$ cat config.mk
export PLATFORM = sky130hd
export DESIGN_NAME = sac_adc_control
export DESIGN_NICKNAME = d
export VERILOG_FILES = /design/src/hdl/sac_pkg.sv /design/src/hdl/sac_adc_control.sv /design/src/hdl/sac_sar_engine.sv
export SDC_FILE = /design/constraint.sdc
export NUM_CORES = 1
export LEC_CHECK = 0
export ABC_AREA = 0
export BUFFER_PORTS_ARGS = -buffer_cell sky130_fd_sc_hd__buf_2
export CAP_MARGIN = 20
export CORE_MARGIN = 4
export CORE_UTILIZATION = 45
export DETAILED_ROUTE_END_ITERATION = 12
export GPL_TIMING_DRIVEN = 1
export PLACE_DENSITY = 0.75
export SLEW_MARGIN = 20
export SYNTH_ARGS = -nofsm -noshare
export SYNTH_HDL_FRONTEND = slang
export SYNTH_SLANG_ARGS = --single-unit
$ cat constraint.sdc
create_clock -name clock -period 2.7 [get_ports clock]
set_clock_uncertainty 0.2 [all_clocks]
set_input_delay 0.54 -clock clock [delete_from_list [all_inputs] [get_ports clock]]
set_output_delay 0.54 -clock clock [all_outputs]
set_load 0.03 [all_outputs]
$ cat src/hdl/sac_pkg.sv
package sac_pkg;

	// ----------------------------------------
	// Bus geometry
	// ----------------------------------------
	localparam int ADDR_W = 18;
	localparam int DATA_W = 32;
	localparam int RES_W = 10;
	localparam int CHAN_N = 8;

	// ----------------------------------------
	// Register indices (byte address is four times these)
	// ----------------------------------------
	localparam logic [15:0] IDX_RES_HIGH = 16'hFFC4;
	localparam logic [15:0] IDX_RES_LOW = 16'hFFC5;
	localparam logic [15:0] IDX_MODE = 16'hFFC6;
	localparam logic [15:0] IDX_START = 16'hFFC7;
	localparam logic [15:0] IDX_TRIG_EDGE = 16'hFFC8;
	localparam logic [15:0] IDX_DONE_IRQ = 16'hFFC9;
	localparam logic [15:0] IDX_CKSTP1 = 16'hFFFA;

	// ----------------------------------------
	// Field positions
	// ----------------------------------------
	localparam int MODE_SPEED_BIT = 7;
	localparam int MODE_TRIG_BIT = 6;
	localparam int START_FLAG_BIT = 7;
	localparam int CKSTP_ADC_BIT = 4;
	localparam int EDGE_SEL_BIT = 0;
	localparam int IRQ_REQ_BIT = 0;
	localparam int IRQ_EN_BIT = 1;

	// ----------------------------------------
	// Reset values and fixed read-as-one bits
	// ----------------------------------------
	localparam logic [7:0] MODE_RST = 8'h30;
	localparam logic [7:0] START_RST = 8'h7F;
	localparam logic [7:0] CKSTP_RST = 8'hFF;
	localparam logic [7:0] MODE_FIXED_ONES = 8'h30;
	localparam logic [7:0] START_FIXED_ONES = 8'h7F;

	// ----------------------------------------
	// Conversion timing in system clock cycles
	// ----------------------------------------
	localparam int CONV_SLOW_CYC = 62;
	localparam int CONV_FAST_CYC = 31;
	localparam int BIT_SLOW_CYC = 5;
	localparam int BIT_FAST_CYC = 2;
	localparam int SAMPLE_SLOW_CYC = CONV_SLOW_CYC - RES_W * BIT_SLOW_CYC;
	localparam int SAMPLE_FAST_CYC = CONV_FAST_CYC - RES_W * BIT_FAST_CYC;

	// ----------------------------------------
	// Types
	// ----------------------------------------
	typedef enum logic [1:0] {
		SAC_IDLE = 2'b00,
		SAC_SAMPLE = 2'b01,
		SAC_DECIDE = 2'b10
	} sac_state_t;

	typedef struct packed {
		logic speed;
		logic trigEn;
		logic [3:0] chan;
	} sac_mode_t;

	typedef struct packed {
		logic sampleHold;
		logic [RES_W-1:0] dac;
	} sac_ana_t;

	// Byte address of a register index
	function automatic logic [ADDR_W-1:0] addrOf(input logic [15:0] idx);
		return {idx, 2'b00};
	endfunction

	// Channel field to one-hot input select; 00xx selects none
	function automatic logic [CHAN_N-1:0] chanDecode(input logic [3:0] chan);
		logic [CHAN_N-1:0] sel;
		sel = 8'h00;
		if (chan[3:2] == 2'b01) begin
			sel[{1'b0, chan[1:0]}] = 1'b1;
		end else if (chan[3:2] == 2'b10) begin
			sel[{1'b1, chan[1:0]}] = 1'b1;
		end
		return sel;
	endfunction

endpackage

$ cat src/hdl/sac_adc_control.sv
// Register access over APB was decided locally.
`timescale 1ns/1ns
module sac_adc_control import sac_pkg::*; (
	// Clock and reset
	input wire logic clock,
	input wire logic sys_rst,
	// APB slave
	input wire logic psel,
	input wire logic penable,
	input wire logic pwrite,
	input wire logic [ADDR_W-1:0] paddr,
	input wire logic [DATA_W-1:0] pwdata,
	output logic [DATA_W-1:0] prdata,
	output logic pready,
	output logic pslverr,
	// Analog front end
	input wire logic compHigh,
	output logic [CHAN_N-1:0] chanSel,
	output logic sampleHold,
	output logic [RES_W-1:0] dacCode,
	output logic moduleAwake,
	// External trigger pin
	input wire logic extTrigger,
	// Completion interrupt request
	output logic doneIrq
);

	logic pready_r;
	logic pslverr_r;
	logic [DATA_W-1:0] prdata_r;
	sac_mode_t mode_r;
	logic flag_r;
	logic [7:0] ckstp_r;
	logic edgeSel_r;
	logic irqReq_r;
	logic irqEn_r;
	logic doneIrq_r;
	logic trigPrev_r;
	logic [CHAN_N-1:0] chanSel_r;
	logic [7:0] resHigh_r;
	logic [1:0] resLow_r;
	logic engBusy;
	logic finish;
	logic [RES_W-1:0] finalCode;
	sac_ana_t ana;

	// ----------------------------------------
	// APB decode
	// ----------------------------------------

	// Address match per register
	wire logic selResH = (paddr == addrOf(IDX_RES_HIGH));
	wire logic selResL = (paddr == addrOf(IDX_RES_LOW));
	wire logic selMode = (paddr == addrOf(IDX_MODE));
	wire logic selStart = (paddr == addrOf(IDX_START));
	wire logic selEdge = (paddr == addrOf(IDX_TRIG_EDGE));
	wire logic selIrq = (paddr == addrOf(IDX_DONE_IRQ));
	wire logic selCkstp = (paddr == addrOf(IDX_CKSTP1));
	wire logic mapped = selResH | selResL | selMode | selStart | selEdge | selIrq | selCkstp;

	// One wait state, then completion
	wire logic apbAccess = psel & penable;
	wire logic apbLast = apbAccess & pready_r;
	wire logic wrEn = apbLast & pwrite & mapped;
	wire logic rdLoad = apbAccess & ~pready_r & ~pwrite;

	// Standby gates mode and start register writes
	wire logic standby = ~ckstp_r[CKSTP_ADC_BIT];
	wire logic modeWr = wrEn & selMode & ~standby;
	wire logic startWr = wrEn & selStart & ~standby;

	// ----------------------------------------
	// Start, stop and trigger
	// ----------------------------------------

	// Edge of the trigger pin chosen by the edge-select bit
	wire logic trigRise = extTrigger & ~trigPrev_r;
	wire logic trigFall = ~extTrigger & trigPrev_r;
	wire logic trigEdge = edgeSel_r ? trigRise : trigFall;
	wire logic trigStart = mode_r.trigEn & trigEdge & ~flag_r & ~standby;
	wire logic swStart = startWr & pwdata[START_FLAG_BIT] & ~flag_r;
	wire logic swStop = startWr & ~pwdata[START_FLAG_BIT] & flag_r;
	wire logic convStart = swStart | trigStart;

	// ----------------------------------------
	// Read data
	// ----------------------------------------
	wire logic [7:0] modeRead = {mode_r.speed, mode_r.trigEn, 2'b00, mode_r.chan} | MODE_FIXED_ONES;
	wire logic [7:0] startRead = {flag_r, 7'h00} | START_FIXED_ONES;
	wire logic [7:0] rdMux = selResH ? resHigh_r :
		selResL ? {resLow_r, 6'h00} :
		selMode ? modeRead :
		selStart ? startRead :
		selEdge ? {7'h00, edgeSel_r} :
		selIrq ? {6'h00, irqEn_r, irqReq_r} :
		selCkstp ? ckstp_r : 8'h00;

	// Bus answer registers
	always_ff @(posedge clock) begin
		if (sys_rst) begin
			pready_r <= 1'b0;
			pslverr_r <= 1'b0;
			prdata_r <= '0;
		end else begin
			pready_r <= apbAccess & ~pready_r;
			pslverr_r <= apbAccess & ~pready_r & ~mapped;
			prdata_r <= rdLoad ? {24'h000000, rdMux} : 32'h00000000;
		end
	end

	// ----------------------------------------
	// Control registers
	// ----------------------------------------

	// Mode register
	always_ff @(posedge clock) begin
		if (sys_rst) begin
			mode_r <= '{speed: MODE_RST[MODE_SPEED_BIT], trigEn: MODE_RST[MODE_TRIG_BIT], chan: MODE_RST[3:0]};
		end else if (modeWr) begin
			mode_r <= '{speed: pwdata[MODE_SPEED_BIT], trigEn: pwdata[MODE_TRIG_BIT], chan: pwdata[3:0]};
		end
	end

	// Start flag: set by start, cleared by completion or stop
	always_ff @(posedge clock) begin
		if (sys_rst) begin
			flag_r <= START_RST[START_FLAG_BIT];
		end else if (convStart) begin
			flag_r <= 1'b1;
		end else if (finish || swStop) begin
			flag_r <= 1'b0;
		end
	end

	// Clock stop, edge select and interrupt registers
	always_ff @(posedge clock) begin
		if (sys_rst) begin
			ckstp_r <= CKSTP_RST;
			edgeSel_r <= 1'b0;
			irqEn_r <= 1'b0;
		end else begin
			if (wrEn && selCkstp) begin
				ckstp_r <= pwdata[7:0];
			end
			if (wrEn && selEdge) begin
				edgeSel_r <= pwdata[EDGE_SEL_BIT];
			end
			if (wrEn && selIrq) begin
				irqEn_r <= pwdata[IRQ_EN_BIT];
			end
		end
	end

	// Request flag: completion wins over a software clear
	always_ff @(posedge clock) begin
		if (sys_rst) begin
			irqReq_r <= 1'b0;
			doneIrq_r <= 1'b0;
		end else begin
			if (finish) begin
				irqReq_r <= 1'b1;
			end else if (wrEn && selIrq && !pwdata[IRQ_REQ_BIT]) begin
				irqReq_r <= 1'b0;
			end
			doneIrq_r <= irqReq_r & irqEn_r;
		end
	end

	// Trigger history and channel select
	always_ff @(posedge clock) begin
		if (sys_rst) begin
			trigPrev_r <= 1'b0;
			chanSel_r <= '0;
		end else begin
			trigPrev_r <= extTrigger;
			chanSel_r <= chanDecode(mode_r.chan);
		end
	end

	// Results: no reset, loaded only on normal completion
	always_ff @(posedge clock) begin
		if (finish) begin
			resHigh_r <= finalCode[RES_W-1:2];
			resLow_r <= finalCode[1:0];
		end
	end

	// ----------------------------------------
	// Sequencer
	// ----------------------------------------
	sac_sar_engine engine (
		.clock(clock),
		.sys_rst(sys_rst),
		.start(convStart),
		.abort(swStop),
		.hold(standby),
		.fast(mode_r.speed),
		.compHigh(compHigh),
		.busy(engBusy),
		.finish(finish),
		.finalCode(finalCode),
		.ana(ana)
	);

	// ----------------------------------------
	// Outputs
	// ----------------------------------------
	assign prdata = prdata_r;
	assign pready = pready_r;
	assign pslverr = pslverr_r;
	assign chanSel = chanSel_r;
	assign sampleHold = ana.sampleHold;
	assign dacCode = ana.dac;
	assign moduleAwake = ckstp_r[CKSTP_ADC_BIT];
	assign doneIrq = doneIrq_r;
endmodule // sac_adc_control

$ cat src/hdl/sac_sar_engine.sv
`timescale 1ns/1ns
module sac_sar_engine import sac_pkg::*; (
	// Clock and reset
	input wire logic clock,
	input wire logic sys_rst,
	// Control
	input wire logic start,
	input wire logic abort,
	input wire logic hold,
	input wire logic fast,
	// Comparator
	input wire logic compHigh,
	// Status and analog control
	output logic busy,
	output logic finish,
	output logic [RES_W-1:0] finalCode,
	output sac_ana_t ana
);

	sac_state_t state_r;
	logic [5:0] cnt_r;
	logic [3:0] bitIdx_r;
	logic [RES_W-1:0] sar_r;
	logic fast_r;
	logic sh_r;
	logic [5:0] runCnt_r;

	// ----------------------------------------
	// Step lengths and status
	// ----------------------------------------
	wire logic [5:0] sampleLoad = fast ? 6'(SAMPLE_FAST_CYC - 1) : 6'(SAMPLE_SLOW_CYC - 1);
	wire logic [5:0] bitLoad = fast_r ? 6'(BIT_FAST_CYC - 1) : 6'(BIT_SLOW_CYC - 1);
	wire logic cntZero = (cnt_r == 6'h00);
	wire logic lastBit = (bitIdx_r == 4'h0);
	assign busy = (state_r != SAC_IDLE);
	assign finish = (state_r == SAC_DECIDE) && cntZero && lastBit && !hold && !abort;
	assign finalCode = {sar_r[RES_W-1:1], compHigh};
	assign ana = '{sampleHold: sh_r, dac: sar_r};

	// ----------------------------------------
	// Sample, then one decision per bit, MSB first
	// ----------------------------------------
	always_ff @(posedge clock) begin
		if (sys_rst) begin
			state_r <= SAC_IDLE;
			cnt_r <= 6'h00;
			bitIdx_r <= 4'h0;
			sar_r <= '0;
			fast_r <= 1'b0;
			sh_r <= 1'b0;
		end else if (abort) begin
			state_r <= SAC_IDLE;
			sh_r <= 1'b0;
		end else if (!hold) begin
			case (state_r)
				SAC_IDLE: begin
					if (start) begin
						state_r <= SAC_SAMPLE;
						cnt_r <= sampleLoad;
						fast_r <= fast;
						sar_r <= '0;
						sh_r <= 1'b1;
					end
				end
				SAC_SAMPLE: begin
					if (cntZero) begin
						state_r <= SAC_DECIDE;
						sh_r <= 1'b0;
						cnt_r <= bitLoad;
						bitIdx_r <= 4'(RES_W - 1);
						sar_r[RES_W-1] <= 1'b1;
					end else begin
						cnt_r <= cnt_r - 6'h01;
					end
				end
				SAC_DECIDE: begin
					if (!cntZero) begin
						cnt_r <= cnt_r - 6'h01;
					end else begin
						sar_r[bitIdx_r] <= compHigh;
						if (lastBit) begin
							state_r <= SAC_IDLE;
						end else begin
							bitIdx_r <= bitIdx_r - 4'h1;
							sar_r[bitIdx_r - 4'h1] <= 1'b1;
							cnt_r <= bitLoad;
						end
					end
				end
				default: state_r <= SAC_IDLE;
			endcase
		end
	end

	// Cycles since start, for the period check
	always_ff @(posedge clock) begin
		if (sys_rst || (start && !busy)) begin
			runCnt_r <= 6'h00;
		end else if (busy && !hold) begin
			runCnt_r <= runCnt_r + 6'h01;
		end
	end
endmodule // sac_sar_engine

==> summary.txt <==
Final Max Slew Viols: 0
worst min path class: input pin to flop
RSZ-0062 raised after global routing: false
HP Start: sys_rst
Cell variety after synth: 74
GRT overflow: 0
Synth warnings: 0
GPL Wtd Cong: 0.953
CTS tree: yes
Final Hold Vio Count: 0
sequential share of power: 54.2%
simple-gate share of the synthesized area: 24.2%
Adder-Cell Fraction of Synth Area: 3.41%
IO buf count: 63
clock sink count: 72
synthesized instance count: 448
routed wire length: 9870 µm
CP Capture Type: flop
largest family of logic cells by synthesized area: simple AND/OR/NAND/NOR gates
NumNets Final: 579
switching share of power: 27.1%
main flop type after synthesis: dfxtp_1
XOR/XNOR Fraction of Synth Area: 0.435%
largest net degree at the start of global routing: 50
Final period util: 89.0%
fraction of registers with async set/reset: 0%
number of global-route vias before repair: 3340
Combinational Power Share: 6.3%
Initial Utilization: 46.2%
multiplexer area fraction after synthesis: 3.82%
synthesis-to-finish area growth: 13.4%
post-synth top area cell: dfxtp_1
Worst-path clk slew: 0.09 ns
net switching power: 543 µW
post-synthesis sequential area ratio: 38.2%
fin area: 0.00457 mm²
Worst Path Class, Setup: flop to flop
end of the worst hold path: pready
Mapped Area: 0.00403 mm²
P_leak: 0.00183 µW
vias per cell: 5.71
Post-CTS Resized: 0
Reg2Reg Setup Slack: 0.30 ns
DP Area: 0.00439 mm²
Worst Reg-to-Reg Cells: 7
fmax: 416 MHz
Clock power frac: 39.5%
Detailed Routing Iterations Pass 1: 5
number of max-cap violations: 0
Max IR drop VDD: 0.201 mV
Seq cells post-synth: 72
critical path arrival: 2.47 ns
Post-synth EDFFs: 10
Worst R2R Start: engine.bitIdx_r[0]
status: completed
Period minus WS final: 2.40 ns
row count: 34
slowest library cell on the worst path: dfxtp_1
final routed DRC violation total: 0
Die X-Extent: 103 µm
Cell Int Power: 1460 µW
endpoints failing setup: 0
critical path's largest stage delay: 0.51 ns
Reg-to-Reg End: engine.bitIdx_r[2]
CP Cell Sequence: inv_1 > ha_1 > or3b_1 > nand4_1 > a2111oi_2 > a21oi_1 > a311oi_1
compound-gate portion of the synthesized area: 20.6%
Die Span Y: 103 µm
Vias: 3564
initial antenna violation count: 0
Slew Limit Headroom: 30.8%
top-count cell post-synth: dfxtp_1
Post-CTS Setup Bufs: 0
share of the synthesized area in the top cell type: 30.8%
CP required: 2.77 ns
Die Area: 0.0105 mm²
CORE AREA: 0.00872 mm²
layout cells sized above 1: 21.7%
worst-path fanout max: 9
main area contributors after synthesis: dfxtp_1 (31%), edfxtp_1 (7.4%), buf_4 (4.7%), a21oi_1 (3.7%), ha_1 (3.4%)
cell depth of the worst min-delay path: 2
DR iter-0 viols: 199
top cells by count, synth: dfxtp_1 (62), nor2_1 (35), a21oi_1 (30)
H-Tree Depth: 3
CTS Root Cell: clkbuf_8
mean post-synth cell area: 9.00 µm²
worst-margin pin slew: 1.04 ns
CP Launch Type: flop
first-pass GRT wire length: 16000 µm
Max Root-Sink Buffers: 2
Routed Antenna Nets: 0
Routed wire per std cell: 15.8 µm
GRT Overall Usage: 19.2%
CTS buffer count: 9
power per cell area: 438 mW/mm²
# IOs: 112
# diodes: 0
cts hold-fix bufs: 0
final setup TNS: 0 ns
dpl hpwl: 7280 µm
worst skew pair latency: 0.36 ns
==> flip-flops by register name, summed over array words and instances (netlist names), 2 cells and up <==
name / count
chanSel: 8
engine.cnt_r: 6
ckstp_r: 8
resLow_r: 2
engine.sar_r: 10
prdata: 8
engine.bitIdx_r: 4
resHigh_r: 8
engine.state_r: 2
modeRead: 6
==> worst max path at each step <==
stage | startpoint | end | slack [ns]
floorplan | paddr[2] | resHigh_r[0] | 0.11
global placement | pwrite | engine.sar_r[8] | 0.07
detailed placement | pwrite | engine.state_r[1] | 0.01
CTS | engine.bitIdx_r[0] | engine.bitIdx_r[2] | 0.32
global route | engine.bitIdx_r[0] | engine.bitIdx_r[2] | 0.04
finish | engine.bitIdx_r[0] | engine.bitIdx_r[2] | 0.30
==> cell families after synthesis <==
logic type,count (synthesis)
multiplexers,15
adder cells (fa/ha/maj),11
AND/OR/NAND/NOR,161
AO/OA/AOI/OAI,118
buffers and inverters,68
flip-flops,72
XOR/XNOR,2
other,1
==> power groups by stage <==
stage	Sequential [µW]	Clock (µW)	Combinational, µW
global placement	1110	0	123
global route	1080	858	136
CTS	1080	813	125
floorplan	1110	0	105
detailed placement	1110	0	125
finish	1080	792	126
==> through the flow <==
step	util (%)	hold WS (ns)	setup slack (ns)	std cells	power, µW
after global routing	52.4	0.179	0.0398	624	2080
after CTS	52.4	0.170	0.316	624	2020
after floorplan	-	0.223	0.112	471	1220
after detailed placement	50.4	0.267	0.0148	608	1230
final	52.4	0.179	0.298	624	2000
after global placement	50.4	0.253	0.0708	608	1230
==> critical path: cells and delay by family, from the launching register on <==
family | cells | cell delay (ns)
fa+ha+maj | 1 | 0.24
flops | 1 | 0.51
simple gates | 2 | 0.36
buf+inv | 1 | 0.14
compound gates | 3 | 0.86
==> routing by layer <==
| layer | track usage [%] | vias to the layer above | wire length (µm) |
|---|---|---|---|
| met5 | 0 | - | 0 |
| met4 | 5.35 | 0 | 92 |
| met3 | 5.14 | 12 | 756 |
| met2 | 32.1 | 119 | 4750 |
| met1 | 24.4 | 1681 | 4280 |
| li1 | - | 1752 | - |
==> placed cells by master, fill, tap and decap left out, drive strengths merged, types with 14 or more instances in the layout <==
cell type	netlist	final
inv	19	23
nand4	18	18
conb	1	24
a21oi	30	30
buf	38	78
nand2	26	26
dfxtp	62	62
o21ai	21	21
nor3	14	14
nor2	35	35
==> area by class of cell <==
class / count / area (µm²)
fillers: 804 / 4150
multi-input cells: 331 / 2210
flip-flops and latches: 72 / 1540
repair buffers: 78 / 440
well taps: 108 / 135
clock buffers: 9 / 124
inverters: 19 / 71.3
clock inverters: 7 / 53.8
Power figures use the tool's default switching activity.
